## src/leq_regs.vh

```
`ifndef LEQ_REGS_VH
`define LEQ_REGS_VH

// APB geometry
`define LEQ_ADDR_W        8
`define LEQ_DATA_W        32
`define LEQ_BYTE_LSB_ZERO 2'h0

// Register indices; byte address is four times the index
`define LEQ_IDX_L2_LVL01  6'h09
`define LEQ_IDX_L2_LVL23  6'h0A
`define LEQ_IDX_L3_LVL01  6'h0B
`define LEQ_IDX_L3_LVL23  6'h0C
`define LEQ_IDX_STATUS    6'h0D

// Register select relative to the first gain register
`define LEQ_SEL_L2_LVL01  2'h0
`define LEQ_SEL_L2_LVL23  2'h1
`define LEQ_SEL_L3_LVL01  2'h2
`define LEQ_SEL_L3_LVL23  2'h3

// Gain storage entries, index is {lane3, level}
`define LEQ_ENT_L2_LVL0   3'h0
`define LEQ_ENT_L2_LVL1   3'h1
`define LEQ_ENT_L2_LVL2   3'h2
`define LEQ_ENT_L2_LVL3   3'h3
`define LEQ_ENT_L3_LVL0   3'h4
`define LEQ_ENT_L3_LVL1   3'h5
`define LEQ_ENT_L3_LVL2   3'h6
`define LEQ_ENT_L3_LVL3   3'h7
`define LEQ_LANE2_BIT     1'b0
`define LEQ_LANE3_BIT     1'b1
`define LEQ_LVL_FIXED     2'h1

// Gain field layout inside each register
`define LEQ_HI_MSB        6
`define LEQ_HI_LSB        4
`define LEQ_LO_MSB        2
`define LEQ_LO_LSB        0
`define LEQ_GAIN_RST      3'h0
`define LEQ_GAIN_ENTRIES  8

// Status register layout
`define LEQ_ST_L2_LSB     0
`define LEQ_ST_L3_LSB     4
`define LEQ_ST_ADAPT_BIT  8
`define LEQ_ST_FIXED_BIT  9
`define LEQ_ST_TMDS_BIT   10

// Gain steps in half-dB units, lower link rate
`define LEQ_LO_G1         6'h03
`define LEQ_LO_G2         6'h06
`define LEQ_LO_G3         6'h08
`define LEQ_LO_G4         6'h0A
`define LEQ_LO_G5         6'h0C
`define LEQ_LO_G6         6'h0E
`define LEQ_LO_G7         6'h12
// Gain steps in half-dB units, higher link rate
`define LEQ_HI_G1         6'h07
`define LEQ_HI_G2         6'h0C
`define LEQ_HI_G3         6'h10
`define LEQ_HI_G4         6'h14
`define LEQ_HI_G5         6'h1A
`define LEQ_HI_G6         6'h1E
`define LEQ_HI_G7         6'h24
`define LEQ_G0            6'h00

`endif

```

## src/leq_lane_eq_select.v

```verilog
// What this block does
// - Lane 2 trained level 0 uses 0x09 bits 6:4
// - Lane 2 trained level 1 uses 0x09 bits 2:0
// - Lane 2 fixed gain: untrained or TMDS sink
// - Lane 2 trained level 2 uses 0x0A bits 6:4
// - Lane 2 trained level 3 uses 0x0A bits 2:0
// - Lane 3 trained level 0 uses 0x0B bits 6:4
// - Lane 3 level 1 and untrained fixed gain
// - Lane 3 levels 2,3 use 0x0C fields
// - Gain fields reset to zero, read/write
// - Codes map to rate-dependent increasing gain steps
//
// Implementation choice: register access over APB.
`timescale 1ns/1ns
`include "leq_regs.vh"

module leq_lane_eq_select (
  input  wire        pclk,
  input  wire        presetn,
  input  wire        psel,
  input  wire        penable,
  input  wire        pwrite,
  input  wire [7:0]  paddr,
  input  wire [31:0] pwdata,
  input  wire [3:0]  pstrb,
  output reg  [31:0] prdata,
  output reg         pready,
  output reg         pslverr,
  input  wire        eq_override_en,
  input  wire        tmds_sink_sel,
  input  wire        train_en,
  input  wire [1:0]  train_level,
  input  wire        link_rate_high,
  output reg  [2:0]  lane2_gain_code,
  output reg  [2:0]  lane3_gain_code,
  output reg  [5:0]  lane2_gain_hdb,
  output reg  [5:0]  lane3_gain_hdb,
  output reg         adaptive_gain_mode
);

  // Gain selection modes, one-hot
  localparam [3:0] MODE_OFF   = 4'h1;
  localparam [3:0] MODE_ADAPT = 4'h2;
  localparam [3:0] MODE_FIXED = 4'h4;
  localparam [3:0] MODE_TMDS  = 4'h8;

  // Entry index is {lane3, level[1:0]}
  reg  [2:0]  gain_r [0:`LEQ_GAIN_ENTRIES-1];
  reg  [3:0]  mode_nxt;
  reg  [3:0]  mode_r;
  reg  [2:0]  l2_code_nxt;
  reg  [2:0]  l3_code_nxt;
  reg  [31:0] rdata_nxt;
  wire [5:0]  word_idx;
  wire [5:0]  rel_idx;
  wire [1:0]  reg_sel;
  wire        aligned;
  wire        gain_hit;
  wire        status_hit;
  wire        setup_ph;
  wire        wr_commit;
  integer     i;

  assign word_idx   = paddr[7:2];
  assign aligned    = (paddr[1:0] == `LEQ_BYTE_LSB_ZERO);
  assign rel_idx    = word_idx - `LEQ_IDX_L2_LVL01;
  assign reg_sel    = rel_idx[1:0];
  assign gain_hit   = aligned && (word_idx >= `LEQ_IDX_L2_LVL01) &&
                      (word_idx <= `LEQ_IDX_L3_LVL23);
  assign status_hit = aligned && (word_idx == `LEQ_IDX_STATUS);
  assign setup_ph   = psel && !penable;
  // pready is only high in the access cycle, so this fires once per transfer
  assign wr_commit  = psel && penable && pready && pwrite && gain_hit && pstrb[0];

  // Rate-dependent gain in half-dB steps
  function [5:0] gain_hdb;
    input [2:0] code;
    input       high;
    begin
      case (code)
        3'h1:    gain_hdb = high ? `LEQ_HI_G1 : `LEQ_LO_G1;
        3'h2:    gain_hdb = high ? `LEQ_HI_G2 : `LEQ_LO_G2;
        3'h3:    gain_hdb = high ? `LEQ_HI_G3 : `LEQ_LO_G3;
        3'h4:    gain_hdb = high ? `LEQ_HI_G4 : `LEQ_LO_G4;
        3'h5:    gain_hdb = high ? `LEQ_HI_G5 : `LEQ_LO_G5;
        3'h6:    gain_hdb = high ? `LEQ_HI_G6 : `LEQ_LO_G6;
        3'h7:    gain_hdb = high ? `LEQ_HI_G7 : `LEQ_LO_G7;
        default: gain_hdb = `LEQ_G0;
      endcase
    end
  endfunction

  always @* begin
    if (!eq_override_en) begin
      mode_nxt = MODE_OFF;
    end else if (tmds_sink_sel) begin
      mode_nxt = MODE_TMDS;
    end else if (train_en) begin
      mode_nxt = MODE_ADAPT;
    end else begin
      mode_nxt = MODE_FIXED;
    end
  end

  always @* begin
    case (mode_nxt)
      MODE_ADAPT: begin
        l2_code_nxt = gain_r[{`LEQ_LANE2_BIT, train_level}];
        l3_code_nxt = gain_r[{`LEQ_LANE3_BIT, train_level}];
      end
      MODE_FIXED: begin
        l2_code_nxt = gain_r[{`LEQ_LANE2_BIT, `LEQ_LVL_FIXED}];
        l3_code_nxt = gain_r[{`LEQ_LANE3_BIT, `LEQ_LVL_FIXED}];
      end
      MODE_TMDS: begin
        l2_code_nxt = gain_r[{`LEQ_LANE2_BIT, `LEQ_LVL_FIXED}];
        // Lane 3 has no fixed gain with the TMDS sink
        l3_code_nxt = `LEQ_GAIN_RST;
      end
      default: begin
        // Without override another source owns the equalizer
        l2_code_nxt = `LEQ_GAIN_RST;
        l3_code_nxt = `LEQ_GAIN_RST;
      end
    endcase
  end

  always @* begin
    rdata_nxt = {`LEQ_DATA_W{1'b0}};
    if (gain_hit) begin
      // Bits 7 and 3 stay zero
      case (reg_sel)
        `LEQ_SEL_L2_LVL01: begin
          rdata_nxt[`LEQ_HI_MSB:`LEQ_HI_LSB] = gain_r[`LEQ_ENT_L2_LVL0];
          rdata_nxt[`LEQ_LO_MSB:`LEQ_LO_LSB] = gain_r[`LEQ_ENT_L2_LVL1];
        end
        `LEQ_SEL_L2_LVL23: begin
          rdata_nxt[`LEQ_HI_MSB:`LEQ_HI_LSB] = gain_r[`LEQ_ENT_L2_LVL2];
          rdata_nxt[`LEQ_LO_MSB:`LEQ_LO_LSB] = gain_r[`LEQ_ENT_L2_LVL3];
        end
        `LEQ_SEL_L3_LVL01: begin
          rdata_nxt[`LEQ_HI_MSB:`LEQ_HI_LSB] = gain_r[`LEQ_ENT_L3_LVL0];
          rdata_nxt[`LEQ_LO_MSB:`LEQ_LO_LSB] = gain_r[`LEQ_ENT_L3_LVL1];
        end
        `LEQ_SEL_L3_LVL23: begin
          rdata_nxt[`LEQ_HI_MSB:`LEQ_HI_LSB] = gain_r[`LEQ_ENT_L3_LVL2];
          rdata_nxt[`LEQ_LO_MSB:`LEQ_LO_LSB] = gain_r[`LEQ_ENT_L3_LVL3];
        end
        default: begin
          rdata_nxt = {`LEQ_DATA_W{1'b0}};
        end
      endcase
    end else if (status_hit) begin
      rdata_nxt[`LEQ_ST_L2_LSB+2:`LEQ_ST_L2_LSB] = lane2_gain_code;
      rdata_nxt[`LEQ_ST_L3_LSB+2:`LEQ_ST_L3_LSB] = lane3_gain_code;
      rdata_nxt[`LEQ_ST_ADAPT_BIT]               = (mode_r == MODE_ADAPT);
      rdata_nxt[`LEQ_ST_FIXED_BIT]               = (mode_r == MODE_FIXED);
      rdata_nxt[`LEQ_ST_TMDS_BIT]                = (mode_r == MODE_TMDS);
    end
  end

  // Gain storage
  always @(posedge pclk or negedge presetn) begin
    if (!presetn) begin
      for (i = 0; i < `LEQ_GAIN_ENTRIES; i = i + 1) begin
        gain_r[i] <= `LEQ_GAIN_RST;
      end
    end else if (wr_commit) begin
      // Bits 7 and 3 have no storage, so writes to them vanish
      case (reg_sel)
        `LEQ_SEL_L2_LVL01: begin
          gain_r[`LEQ_ENT_L2_LVL0] <= pwdata[`LEQ_HI_MSB:`LEQ_HI_LSB];
          gain_r[`LEQ_ENT_L2_LVL1] <= pwdata[`LEQ_LO_MSB:`LEQ_LO_LSB];
        end
        `LEQ_SEL_L2_LVL23: begin
          gain_r[`LEQ_ENT_L2_LVL2] <= pwdata[`LEQ_HI_MSB:`LEQ_HI_LSB];
          gain_r[`LEQ_ENT_L2_LVL3] <= pwdata[`LEQ_LO_MSB:`LEQ_LO_LSB];
        end
        `LEQ_SEL_L3_LVL01: begin
          gain_r[`LEQ_ENT_L3_LVL0] <= pwdata[`LEQ_HI_MSB:`LEQ_HI_LSB];
          gain_r[`LEQ_ENT_L3_LVL1] <= pwdata[`LEQ_LO_MSB:`LEQ_LO_LSB];
        end
        `LEQ_SEL_L3_LVL23: begin
          gain_r[`LEQ_ENT_L3_LVL2] <= pwdata[`LEQ_HI_MSB:`LEQ_HI_LSB];
          gain_r[`LEQ_ENT_L3_LVL3] <= pwdata[`LEQ_LO_MSB:`LEQ_LO_LSB];
        end
        default: begin
          gain_r[`LEQ_ENT_L2_LVL0] <= gain_r[`LEQ_ENT_L2_LVL0];
        end
      endcase
    end
  end

  // APB slave: fixed single access cycle, data captured in setup
  always @(posedge pclk or negedge presetn) begin
    if (!presetn) begin
      prdata  <= {`LEQ_DATA_W{1'b0}};
      pready  <= 1'b0;
      pslverr <= 1'b0;
    end else begin
      pready  <= setup_ph;
      pslverr <= setup_ph && !gain_hit && !(status_hit && !pwrite);
      if (setup_ph) begin
        prdata <= pwrite ? {`LEQ_DATA_W{1'b0}} : rdata_nxt;
      end
    end
  end

  // Applied gain, registered so every output comes from a flop
  always @(posedge pclk or negedge presetn) begin
    if (!presetn) begin
      mode_r             <= MODE_OFF;
      lane2_gain_code    <= `LEQ_GAIN_RST;
      lane3_gain_code    <= `LEQ_GAIN_RST;
      lane2_gain_hdb     <= `LEQ_G0;
      lane3_gain_hdb     <= `LEQ_G0;
      adaptive_gain_mode <= 1'b0;
    end else begin
      mode_r             <= mode_nxt;
      lane2_gain_code    <= l2_code_nxt;
      lane3_gain_code    <= l3_code_nxt;
      lane2_gain_hdb     <= gain_hdb(l2_code_nxt, link_rate_high);
      lane3_gain_hdb     <= gain_hdb(l3_code_nxt, link_rate_high);
      adaptive_gain_mode <= (mode_nxt == MODE_ADAPT);
    end
  end

endmodule // leq_lane_eq_select

```

## config.mk

```make
export PLATFORM = sky130hd
export DESIGN_NAME = leq_lane_eq_select
export DESIGN_NICKNAME = d
export VERILOG_FILES = /design/src/leq_lane_eq_select.v
export VERILOG_INCLUDE_DIRS = /design/src
export SDC_FILE = /design/constraint.sdc
export NUM_CORES = 1
export LEC_CHECK = 0
export BUFFER_PORTS_ARGS = -buffer_cell sky130_fd_sc_hd__buf_4
export CAP_MARGIN = 25
export CORE_ASPECT_RATIO = 1.2
export CORE_MARGIN = 5
export CORE_UTILIZATION = 50
export CTS_CLUSTER_SIZE = 12
export DETAILED_ROUTE_END_ITERATION = 16
export PLACE_DENSITY_LB_ADDON = 0.25
export SYNTH_ARGS = -nofsm -noshare
export SYNTH_HDL_FRONTEND = slang
export SYNTH_SLANG_ARGS = --single-unit
```

## constraint.sdc

```tcl
create_clock -name pclk -period 2 [get_ports pclk]
set_clock_uncertainty 0.05 [all_clocks]
set_input_delay 0.4 -clock pclk [delete_from_list [all_inputs] [get_ports pclk]]
set_output_delay 0.4 -clock pclk [all_outputs]
set_load 0.05 [all_outputs]
```

Yosys cells after proc, flatten, opt, wreduce, memory -nomap -nowiden

Cells that the tools add are included.
W data, S select, Z words.

Latch bits: 0
Word-level logic and storage cells: 100
Input bits: 55
Bits in writable memories: 0
Bits in read-only memories: 0
Bits in registers: 81
Memories kept: 0

Eq/ne operators: 24
$mul: 0
Bitwise gates (word level): 2
Reductions and logical operators: 23
Shift operators: 0
Add/subtract/negate cells: 1
$lt $le $gt $ge: 4
Divide/modulo/power cells: 0
Mux-type cells: 29

Operator list:

| cell                 | number |
|---|---|
| $pmux W6 S7          | 2 |
| $mux W3              | 12 |
| $eq A3 B3 Y1 const B | 8 |
| $pmux W3 S4          | 2 |
| $mux W5              | 4 |
| $bmux W3 S3          | 2 |
| $eq A3 B2 Y1 const B | 4 |
| $logic_and A1 B1 Y1  | 12 |
| $mux W4              | 3 |
| $pmux W3 S2          | 2 |
| $mux W11             | 1 |
| $eq A4 B2 Y1 const B | 2 |
| $eq A4 B3 Y1 const B | 2 |
| $eq A4 B4 Y1 const B | 2 |
| $ge A4 B4 Y1 const B | 2 |
| $reduce_and A2 Y1    | 4 |
| $eq A3 B1 Y1 const B | 2 |
| $eq A6 B4 Y1 const B | 1 |
| $ge A6 B4 Y1 const B | 1 |
| $le A6 B4 Y1 const B | 1 |
| $mux W6              | 1 |
| $eq A2 B2 Y1 const B | 2 |
| $logic_not A1 Y1     | 4 |
| $logic_not A2 Y1     | 2 |
| 5 further kinds      | 5 |

Longest topological paths before layout

Gate-level depths: netlist of the first run.

Word-level depth: 8
Gate-level depth with buffers: 9
Gate-level depth less buffers: 7

Worst setup path before layout of the first run

OpenSTA, ideal clock, no wires.

Path type: flip-flop to flip-flop
Start: register pready
End: register gain_r[19] in the netlist's numbering
Arrival: 1,643 ps
Required time: 1,825 ps
Path slack: 183 ps
Cell stages (with the launch flop): 7
Setup time: 125 ps
Cell sequence: dfrtp_1 -> nand2_1 -> nor2_1 -> and3b_1 -> and3b_1 -> buf_2 -> mux2_2

Longest elaborated chain between the ends: 5

RTL lines:

| what                              | line                     | RTL |
|---|---|---|
| start: declaration                | leq_lane_eq_select.v:27  | `output reg pready,` |
| start signal: assignment          | leq_lane_eq_select.v:201 | `pready <= setup_ph;` |
| $logic_and A1 B1 Y1 (4 in series) | leq_lane_eq_select.v:73  | `assign wr_commit = psel && penable && pready && pwrite && gain_hit && pstrb[0];` |
| $reduce_and A2 Y1 (no line)       | -                        |  |
| end signal: indexed assignment    | leq_lane_eq_select.v:166 | `` gain_r[i] <= `LEQ_GAIN_RST; `` |
| end signal: indexed assignment    | leq_lane_eq_select.v:172 | `` gain_r[`LEQ_ENT_L2_LVL0] <= pwdata[`LEQ_HI_MSB:`LEQ_HI_LSB]; `` |
| end signal: indexed assignment    | leq_lane_eq_select.v:173 | `` gain_r[`LEQ_ENT_L2_LVL1] <= pwdata[`LEQ_LO_MSB:`LEQ_LO_LSB]; `` |
| end: declaration                  | leq_lane_eq_select.v:48  | `` reg [2:0] gain_r [0:`LEQ_GAIN_ENTRIES-1]; `` |

No other way between the ends.
A chain may end at the register's enable or synchronous reset.

Worst setup path in the final report of the first run

Start: register gain_r[4] in the netlist's numbering
End: register lane3_gain_hdb[2]

Longest elaborated chain between the ends: 6
Elaborated cells between the ends (all ways): 12

RTL lines:

| what                                       | line                     | RTL |
|---|---|---|
| $bmux W3 S3 *                              | leq_lane_eq_select.v:109 | `` l3_code_nxt = gain_r[{`LEQ_LANE3_BIT, train_level}]; `` |
| $mux W3 * (2 in series)                    | leq_lane_eq_select.v:109 |  |
| $pmux W3 S2 *                              | leq_lane_eq_select.v:106 | `case (mode_nxt)` |
| $eq A3 B3 Y1, or another cell as far along | leq_lane_eq_select.v:80  | `case (code)` |
| $pmux W6 S7 *                              | leq_lane_eq_select.v:80  |  |
| end signal: assignment                     | leq_lane_eq_select.v:216 | `` lane3_gain_hdb <= `LEQ_G0; `` |
| end signal: assignment                     | leq_lane_eq_select.v:223 | `lane3_gain_hdb <= gain_hdb(l3_code_nxt, link_rate_high);` |
| end: declaration                           | leq_lane_eq_select.v:37  | `output reg [5:0] lane3_gain_hdb,` |

Mark *: on every way between the ends. The rest lies on a longest branch, timed or not. The select of a mux whose other input is x is not followed.

==> results.json, run 1 <==
{
  "grt_max_degree": 32,
  "met2_length_mm": 3.559,
  "drc_errors": 0,
  "maxCapViolCount": 0,
  "rows": 31,
  "die_w_microns": 81.20,
  "synthXorXnorAreaFrac_pct": 1.152,
  "via_count": 2254,
  "rsz0062_at_grt": "no",
  "routed-wl-met3_microns": 422,
  "cts_sinks": 58,
  "ff2ff_path_depth": 6,
  "gp_congestion": 0.8437,
  "dieArea_sq_um": 7750,
  "drt-pass1-iter-count": 4,
  "grt_pass1_wl_mm": 11.03,
  "fmax_mhz": 542.4,
  "drt_iter0_markers": 103,
  "endpoint": "lane3_gain_hdb[2]$_DFF_PN0_",
  "synth_top_area_cell": "dfrtp_1",
  "grt_overflow": 0,
  "area_delta_synth_final_pct": 22.95,
  "cts_tree": "yes",
  "synth.most_common_cell": "dfrtp_1",
  "drive_above_1_share_pct": 38.68,
  "grt_pass1_vias": 2272,
  "io_pins": 108,
  "numPortBuffers": 55,
  "floorplan.initialDensity_pct": 50.92,
  "die-height_microns": 95.44,
  "powerDensity_nw_per_um2": 679.1,
  "muxShareOfSynthArea_pct": 16.25,
  "p_leak_nw": 1.835,
  "final_max_slew_viol_count": 0,
  "synth_adder_area_share_pct": 0.3702,
  "synthCells": 267,
  "r2r-end": "lane3_gain_hdb[2]$_DFF_PN0_",
  "status": "completed",
  "r2r-start": "gain_r[4]$_DFFE_PN0P_",
  "ys_ff_latch": 58,
  "hp-class": "primary input to flop",
  "fin_setup_tns_ns": 0,
  "ys_types": 60,
  "period_minus_slack_ns": 1.844,
  "synth_top_family_by_area": "multiplexers",
  "setup_slack_ns": 0.1564,
  "worst_setup_path_start_kind": "flop",
  "crit_type": "flop to flop",
  "async_flop_share_pct": 100.0,
  "clockBufferDepth": 2,
  "diodes": 0,
  "avgRoutedWirePerCell_microns": 15.63,
  "synth_edf_count": 0,
  "seq_area_frac_synth_pct": 47.76,
  "cts_max_level": 3,
  "synth_compound_area_share_pct": 11.48,
  "yosysTopAreaCellShare_pct": 46.89,
  "pre_cts_ws_ns": -0.07795,
  "viasPerCell": 5.230,
  "clk_latency_ns": 0.33,
  "met1_length_mm": 2.604,
  "ys_warn_count": 0,
  "end_kind": "flop",
  "antenna_found_initial": 0,
  "cts_resized": 0,
  "ant_nets": 0,
  "syn-cell-area_sq_um": 3042,
  "required_ns": 2.21,
  "avgSynthCellArea_sq_um": 11.39,
  "setup_viol": 0,
  "place_hpwl_mm": 5.125,
  "synth_commonest_cells": "57 x dfrtp_1, 25 x buf_4, 25 x mux2_2, 17 x nand2_1, 13 x nor2_1",
  "finalPower_mw": 2.540,
  "yosys-top-cells-area": "dfrtp_1 47%, mux2_2 9.3%, buf_4 6.2%, mux4_2 4.4%, nand2b_1 2.3%",
  "yosys.area_share.simple_pct": 13.29,
  "cts_made_buffers": 9,
  "path_clk_slew_ns": 0.06,
  "hold_violations": 0,
  "wl_mm": 6.738,
  "period_share_pct": 92.18,
  "highest_layer": "met4",
  "peakVddDrop_mv": 0.5521,
  "startpoint": "gain_r[4]$_DFFE_PN0P_",
  "cp_max_fo": 3,
  "cts_root_buf": "clkbuf_8",
  "ys.flop_type": "dfrtp_1",
  "regToRegSetupSlack_ns": 0.16,
  "arrival_ns": 2.05,
  "track_usage_pct": 18.97,
  "nNetsFinal": 399,
  "core-area_sq_um": 5973
}
## layer usage
layer  vias to the layer above  global-route usage [%]
li1                       1069                       -
met1                      1093                   22.57
met2                        79                   32.60
met3                        13                   4.631
met4                         0                   7.746
met5                         -                       0
## final cells by class
class                           count  area, sq um
Clock buffer                       15        156.4
Timing Repair Buffer               79        608.1
Fill cell                         509         2233
Multi-Input combinational cell    187         1380
Inverter                            9        35.03
Tap cell                           82        102.6
Sequential cell                    58         1453
Clock inverter                      1        5.005
## logic make-up (layout without fill, tap and decap cells)
logic type / Yosys count / count (layout)
buf+inv: 44 / 104
flops: 58 / 58
compound gates: 48 / 48
mux: 38 / 38
fa+ha+maj: 1 / 1
xor+xnor: 4 / 4
other cells: 1 / 23
simple gates: 73 / 73
## critical path: stages, from the launching register on
cell      delay [ns]
dfrtp_1         0.39
mux2_1          0.33
o21ai_1         0.22
o221ai_2        0.17
or2_1           0.25
nor2_1          0.20
a221o_1         0.16
## through the flow
step / cell area [sq um] / utilization [%] / hold WS, ns / std cells
final: 3740 / 62.61 / 0.2273 / 431
after global routing: 3740 / 62.61 / 0.2353 / 431
after CTS: 3740 / 62.61 / 0.2223 / 431
after detailed placement: 3568 / 59.74 / 0.3104 / 414
after global placement: 3568 / 59.74 / 0.3033 / 414
after floorplan: 3124 / - / 0.05441 / 289
## worst min-delay path by stage
stage               startpoint                           end  slack [ns]  depth (start not counted)
floorplan              presetn  adaptive_gain_mode$_DFF_PN0_        0.05                          0
global placement       presetn   lane3_gain_hdb[5]$_DFF_PN0_        0.30                          1
detailed placement     presetn   lane3_gain_hdb[5]$_DFF_PN0_        0.31                          1
CTS                     pwrite        prdata[10]$_DFFE_PN0P_        0.22                          2
global route            pwrite        prdata[10]$_DFFE_PN0P_        0.24                          2
finish                  pwrite        prdata[10]$_DFFE_PN0P_        0.23                          2
## cell usage in the layout, fill, tap and decap left out, types with 5 or more instances in the layout
master	netlist	layout
dfrtp_1	57	57
o21ai_1	8	8
mux2_2	25	25
a21oi_1	6	6
clkbuf_1	3	5
buf_4	25	77
nand3_1	6	6
o22ai_1	5	5
nand2_1	17	17
o21ai_0	8	8
inv_1	6	6
clkbuf_8	0	10
a32oi_1	6	6
conb_1	1	23
nand2b_1	11	11
mux4_2	6	6
nor2_1	13	13
## power breakdown
group	switching [mW]	internal (mW)
clock	0.426	0.484
sequential	0.0105	1.20
combinational	0.297	0.125
total	0.733	1.81
## sequential cells by signal (all words and copies together), names as in the netlist
name                cells
gain_r                 24
prdata                  9
lane2_gain_hdb          6
lane3_gain_hdb          6
mode_r                  4
lane2_gain_code         3
lane3_gain_code         3
adaptive_gain_mode      1
pready                  1
pslverr                 1
## repair_timing
| item | CTS | global route |
|---|---|---|
| setup buffers | 0 | 0 |
| hold buffers | 1 | 0 |
| endpoints found under the hold margin | 29 | 0 |
Note: power is estimated with default switching activity, not from simulation.
==> run 2: changes to the inputs <==
- ABC_AREA: unset -> 1
- CORE_UTILIZATION: 50 -> 51
==> run 2 against run 1 <==
Net effect:
- die area grew 2.2%
- combinational power increased by 30%
- critical path depth up 3
- maximum frequency is 11% higher
- synthesized cell count grew 49%
- first-iteration DRC count up 55%
- sequential share of layout area grew 0.091 points
- final area down 0.23%
- cell count is 27% higher
- register-to-register slack better by 0.18 ns
- count of clock-buffer cells in the layout down 2
- critical path type unchanged
- critical endpoint is now lane2_gain_hdb[2]$_DFF_PN0_
==> results.json, run 2 <==
{
  "hp-class": "primary input to async pin",
  "async_flop_share_pct": 100.0,
  "io_pins": 108,
  "clk_latency_ns": 0.34,
  "powerDensity_nw_per_um2": 719.0,
  "drc_errors": 0,
  "final_max_slew_viol_count": 0,
  "worst_setup_path_start_kind": "flop",
  "period_minus_slack_ns": 1.666,
  "multi_input_area_sq_um": 1348,
  "end_kind": "flop",
  "crit_type": "flop to flop",
  "cp_slowest_cell": "a21oi_1",
  "slew_headroom_pct": 51.97,
  "synthCells": 399,
  "status": "completed",
  "synth_top_area_cell": "dfrtp_1",
  "top_regs": "gain_r: 24 flops, prdata: 9 flops",
  "max_stage_delay_ns": 0.40,
  "die_w_microns": 82.09,
  "p_leak_nw": 1.951,
  "cts_root_buf": "clkbuf_8",
  "synth.most_common_cell": "nand2_1",
  "path_delay_family": "simple AND/OR/NAND/NOR gates",
  "n_fill_cell": 553,
  "ant_nets": 0,
  "cts_setup_buffers": 0,
  "clockBufferDepth": 2,
  "hold_violations": 0,
  "fin_setup_tns_ns": 0,
  "stdcell_count": 548,
  "nNetsFinal": 516,
  "synth_commonest_cells": "112 x nand2_1, 59 x inv_1, 57 x dfrtp_1, 34 x o21ai_0, 25 x buf_4",
  "synth_edf_count": 0,
  "grt_max_degree": 59,
  "path_common_cell": "nand2_1",
  "track_usage_pct": 20.04,
  "ys_types": 29,
  "worst_pin_slew_ns": 0.7205,
  "die-height_microns": 96.51,
  "floorplan.initialDensity_pct": 52.56,
  "avgRoutedWirePerCell_microns": 13.37,
  "cts_max_level": 3,
  "seq_area_sq_um": 1453,
  "finalPower_mw": 2.683,
  "rsz0062_at_grt": "no",
  "fmax_mhz": 600.4,
  "grt_pass1_wl_mm": 11.91,
  "path_buf_inv": 1,
  "r2r-start": "gain_r[22]$_DFFE_PN0P_",
  "cts_made_buffers": 9,
  "top_register": "gain_r",
  "cts_sinks": 58,
  "drive_above_1_share_pct": 20.82,
  "arrival_ns": 1.89,
  "maxCapViolCount": 0,
  "cts_resized": 0,
  "setup_viol": 0,
  "dieArea_sq_um": 7923,
  "place_hpwl_mm": 5.555,
  "drt_iter0_markers": 160,
  "cts_tree": "yes",
  "wl_mm": 7.329,
  "cp_max_fo": 6,
  "ys_ff_latch": 58,
  "seq_area_frac_synth_pct": 45.67,
  "grt_overflow": 0,
  "hold_slack_ns": 0.06737,
  "yosysTopAreaCellShare_pct": 44.85,
  "ff2ff_path_depth": 9,
  "area_delta_synth_final_pct": 17.31,
  "ctsHoldBuffers": 0,
  "antenna_found_initial": 0,
  "layout_commonest_cell": "nand2_1",
  "largest_reg_flops": 24,
  "required_ns": 2.22,
  "ys_warn_count": 0,
  "ys.flop_type": "dfrtp_1",
  "crit_chain": "inv_1 -> nand2_1 -> nand3_1 -> nand2_1 -> a21oi_1 -> nand3_1 -> nand2_1 -> nand2_1 -> nand3_1",
  "dp.cells": 532,
  "gp_congestion": 0.8319,
  "layout_common_cells": "112 x nand2_1, 60 x buf_4, 59 x inv_1",
  "rows": 31,
  "numPortBuffers": 55,
  "peakVddDrop_mv": 0.4016,
  "viasPerCell": 5.007,
  "core-area_sq_um": 6051,
  "via_count": 2744,
  "period_share_pct": 83.28,
  "diodes": 0,
  "syn-cell-area_sq_um": 3181,
  "path_clk_slew_ns": 0.06,
  "yosys-top-cells-area": "dfrtp_1 45%, nand2_1 13%, inv_1 7.0%, buf_4 5.9%, o21ai_0 5.4%",
  "startpoint": "gain_r[22]$_DFFE_PN0P_",
  "drt-pass1-iter-count": 4,
  "avgSynthCellArea_sq_um": 7.971,
  "crit_cells": 9,
  "grt_pass1_vias": 2622
}
## run 2: cell count changes after synthesis, moves of 12 or more
| cell | delta |
|---|---|
| inv_1 | +53 |
| mux2_2 | -25 |
| nand2_1 | +95 |
| nand3_1 | +15 |
| o211ai_1 | +12 |
| o21ai_0 | +26 |
| o21ai_2 | +12 |
## run 2: worst register-to-register path: cells and delay by family (launching register included)
kind	cells	cell delay [ns]
AND/OR/NAND/NOR	7	0.69
buffers and inverters	1	0.12
AO/OA/AOI/OAI	1	0.40
flip-flops	1	0.36
## run 2: stage by stage
stage                     area (sq um)  util (%)  setup WS, ns
after floorplan                   3263         -        0.3290
after global placement            3575     59.08        0.1365
after detailed placement          3575     59.08       0.06661
after CTS                         3731     61.66        0.3442
after global routing              3731     61.66        0.1131
final                             3731     61.66        0.3344
## run 2: final cells by class
class / instances / area share, %
repair buffers: 60 / 12.07
inverters: 59 / 5.936
flip-flops and latches: 58 / 38.93
clock inverters: 3 / 0.4695
well taps: 82 / 2.750
clock buffers: 13 / 3.722
multi-input cells: 273 / 36.12
## run 2: worst paths after layout
kind                                                    end  slack (ns)
worst max register to register  lane2_gain_hdb[2]$_DFF_PN0_        0.33
worst min-delay path                  prdata[1]$_DFFE_PN0P_        0.07
max in group asynchronous       lane2_gain_hdb[2]$_DFF_PN0_        1.36
worst max-delay path            lane2_gain_hdb[2]$_DFF_PN0_        0.33
min in group pclk                       mode_r[0]$_DFF_PN1_        0.18
worst min register to register        prdata[8]$_DFFE_PN0P_        0.43
## run 2: kinds of logic (layout without fill, tap and decap cells)
group,Yosys count,in the layout,share of synthesized area [%]
AOI/OAI and AO/OA,77,77,15.62
DFF,58,58,45.67
other,1,23,0.1179
and+or+nand+nor,173,173,24.04
buffers and inverters,90,135,14.56
## run 2: layer usage
metal  routed length [microns]  vias up  track usage [%]  share of wire (%)
met5                         0        -                0                  0
met2                      3583       91            34.16                 49
met1                      3166     1274            24.06                 43
met3                       399       16            3.989                5.4
li1                          -     1363                -                  -
met4                       180        0            9.557                2.5
## run 2: power breakdown
| part | total, mW | internal, mW | leakage [nW] | switching (mW) |
|---|---|---|---|---|
| Sequential | 1.23 | 1.22 | 0.673 | 0.0175 |
| Combinational | 0.550 | 0.137 | 1.20 | 0.413 |
| Clock | 0.899 | 0.447 | 0.0774 | 0.453 |
| Total | 2.68 | 1.80 | 1.95 | 0.883 |
==> run 3: changes to the inputs <==
- clock period: 2 -> 1.7 ns (I/O delays scaled with it)
==> run 3 against run 2 <==
Net effect:
- critical path type unchanged
- combinational power grew 25%
- cell count grew 3.8%
- register-to-register slack lost 0.16 ns
- sequential power grew 18%
- sequential cell count is the same
- count of clock-buffer cells in the layout is the same
- total power grew 20%
- worst hold slack gained 0.062 ns
- maximum frequency grew 8.8%
==> results.json, run 3 (synthesis gave the netlist of run 2 again) <==
{
  "drt-pass1-iter-count": 5,
  "arrival_ns": 1.70,
  "setup_slack_ns": 0.1696,
  "setup_viol": 0,
  "r2r-start": "gain_r[7]$_DFFE_PN0P_",
  "pre_cts_ws_ns": -0.06924,
  "post-route-util_pct": 64.89,
  "cts_max_level": 3,
  "p_leak_nw": 2.067,
  "wl_mm": 7.604,
  "min_to": "mode_r[0]$_DFF_PN1_",
  "antenna_found_initial": 0,
  "stdcell_count": 569,
  "combPwrFrac_pct": 21.3,
  "final_max_slew_viol_count": 0,
  "seq_area_sq_um": 1453,
  "regToRegSetupSlack_ns": 0.17,
  "power_frac_seq_pct": 45.1,
  "layout_commonest_cell": "nand2_1",
  "cts_made_buffers": 9,
  "rsz0062_at_grt": "no",
  "grt_overflow": 0,
  "hold_violations": 0,
  "io_pins": 108,
  "rows": 31,
  "drc_errors": 0,
  "min-delay-start": "eq_override_en",
  "largest_reg_flops": 24,
  "layout_common_cells": "112 x nand2_1, 78 x buf_4, 59 x inv_1",
  "fin_area_sq_um": 3926,
  "grt_pass1_wl_mm": 12.46,
  "hp-class": "primary input to flop",
  "internal_power_mw": 2.184,
  "drt_iter0_markers": 177,
  "grt_max_degree": 23,
  "cts_tree": "yes",
  "grt_pass1_vias": 2830,
  "place_hpwl_mm": 6.045,
  "clockPowerShare_pct": 33.7,
  "multi_input_area_sq_um": 1348,
  "required_ns": 1.87,
  "gp_congestion": 0.8812,
  "area_delta_synth_final_pct": 23.45,
  "cts_sinks": 58,
  "nNetsFinal": 537,
  "peakVddDrop_mv": 0.4409,
  "p_sw_mw": 1.038,
  "avgRoutedWirePerCell_microns": 13.36,
  "powerDensity_nw_per_um2": 820.8,
  "hold_slack_ns": 0.1294,
  "hold_depth": 2,
  "maxCapViolCount": 0,
  "finalPower_mw": 3.223,
  "via_count": 2850,
  "viasPerCell": 5.009,
  "dp.cells": 552,
  "dieArea_sq_um": 7923,
  "core-area_sq_um": 6051,
  "fin_setup_tns_ns": 0,
  "top_regs": "gain_r: 24 flops, prdata: 9 flops",
  "cts_root_buf": "clkbuf_8",
  "clk_latency_ns": 0.33,
  "p_sw_share_pct": 32.22,
  "r2r-end": "lane3_gain_hdb[1]$_DFF_PN0_",
  "postPlaceCellArea_sq_um": 3750,
  "numPortBuffers": 55,
  "track_usage_pct": 21.00,
  "die-height_microns": 96.51,
  "end_kind": "flop",
  "n_fill_cell": 558,
  "die_w_microns": 82.09,
  "ff2ff_path_depth": 8,
  "crit_type": "flop to flop",
  "ant_nets": 0,
  "path_clk_slew_ns": 0.06,
  "top_register": "gain_r",
  "status": "completed",
  "cp_max_fo": 5,
  "diodes": 0,
  "floorplan.initialDensity_pct": 52.56,
  "period_share_pct": 90.02,
  "clockBufferDepth": 2,
  "drive_above_1_share_pct": 24.23,
  "period_minus_slack_ns": 1.530,
  "fmax_mhz": 653.4,
  "worst_setup_path_start_kind": "flop",
  "cts_resized": 0
}
[run 3: cell types whose count changed in the layout (fill, tap and decap cells not counted), sizes merged]
cell / delta
buf: +20
dlygate4sd3: +1
[run 3: critical path, stage by stage, from the launching register on]
cell and delay (ns):
dfrtp_1 0.38, inv_1 0.12, nand2_1 0.07, o211ai_1 0.09, nand2_1 0.12, a21oi_1 0.19, nand2_1 0.14, o21ai_0 0.18
nor2_1 0.08
[run 3: worst max-delay path by stage]
stage                     slack, ns                           to             startpoint
after floorplan                0.09       gain_r[18]$_DFFE_PN0P_               paddr[3]
after CTS                      0.16  lane3_gain_hdb[1]$_DFF_PN0_  gain_r[7]$_DFFE_PN0P_
final                          0.17  lane3_gain_hdb[1]$_DFF_PN0_  gain_r[7]$_DFFE_PN0P_
after global placement        -0.03        prdata[1]$_DFFE_PN0P_               paddr[3]
after detailed placement      -0.07        prdata[1]$_DFFE_PN0P_               paddr[3]
after global routing           0.03  lane3_gain_hdb[1]$_DFF_PN0_  gain_r[7]$_DFFE_PN0P_
[run 3: metal layers]
layer | share of wire (%) | vias to the layer above | GRT usage [%]
li1 | - | 1401 | -
met4 | 2.0 | 0 | 9.003
met5 | 0 | - | 0
met1 | 40 | 1350 | 24.15
met3 | 5.7 | 15 | 5.659
met2 | 52 | 84 | 36.39
[run 3: power groups by stage]
stage	Combinational [mW]	Clock, mW	Sequential, mW
floorplan	0.333	0	1.63
global placement	0.671	0	1.48
detailed placement	0.683	0	1.48
CTS	0.687	1.11	1.45
global route	0.742	1.18	1.46
finish	0.685	1.09	1.45
[run 3: final cells by class]
| class | count | share of cell area [%] |
|---|---|---|
| Clock buffer | 13 | 3.792 |
| Clock inverter | 3 | 0.4461 |
| Inverter | 59 | 5.641 |
| Multi-Input combinational cell | 273 | 34.32 |
| Sequential cell | 58 | 37.00 |
| Tap cell | 82 | 2.613 |
| Timing Repair Buffer | 81 | 16.19 |
[run 3: repair_timing]
action,CTS,global route
endpoints found under the hold margin,19,0
setup buffers,0,0
hold buffers,1,0
endpoints found under the setup margin,0,0
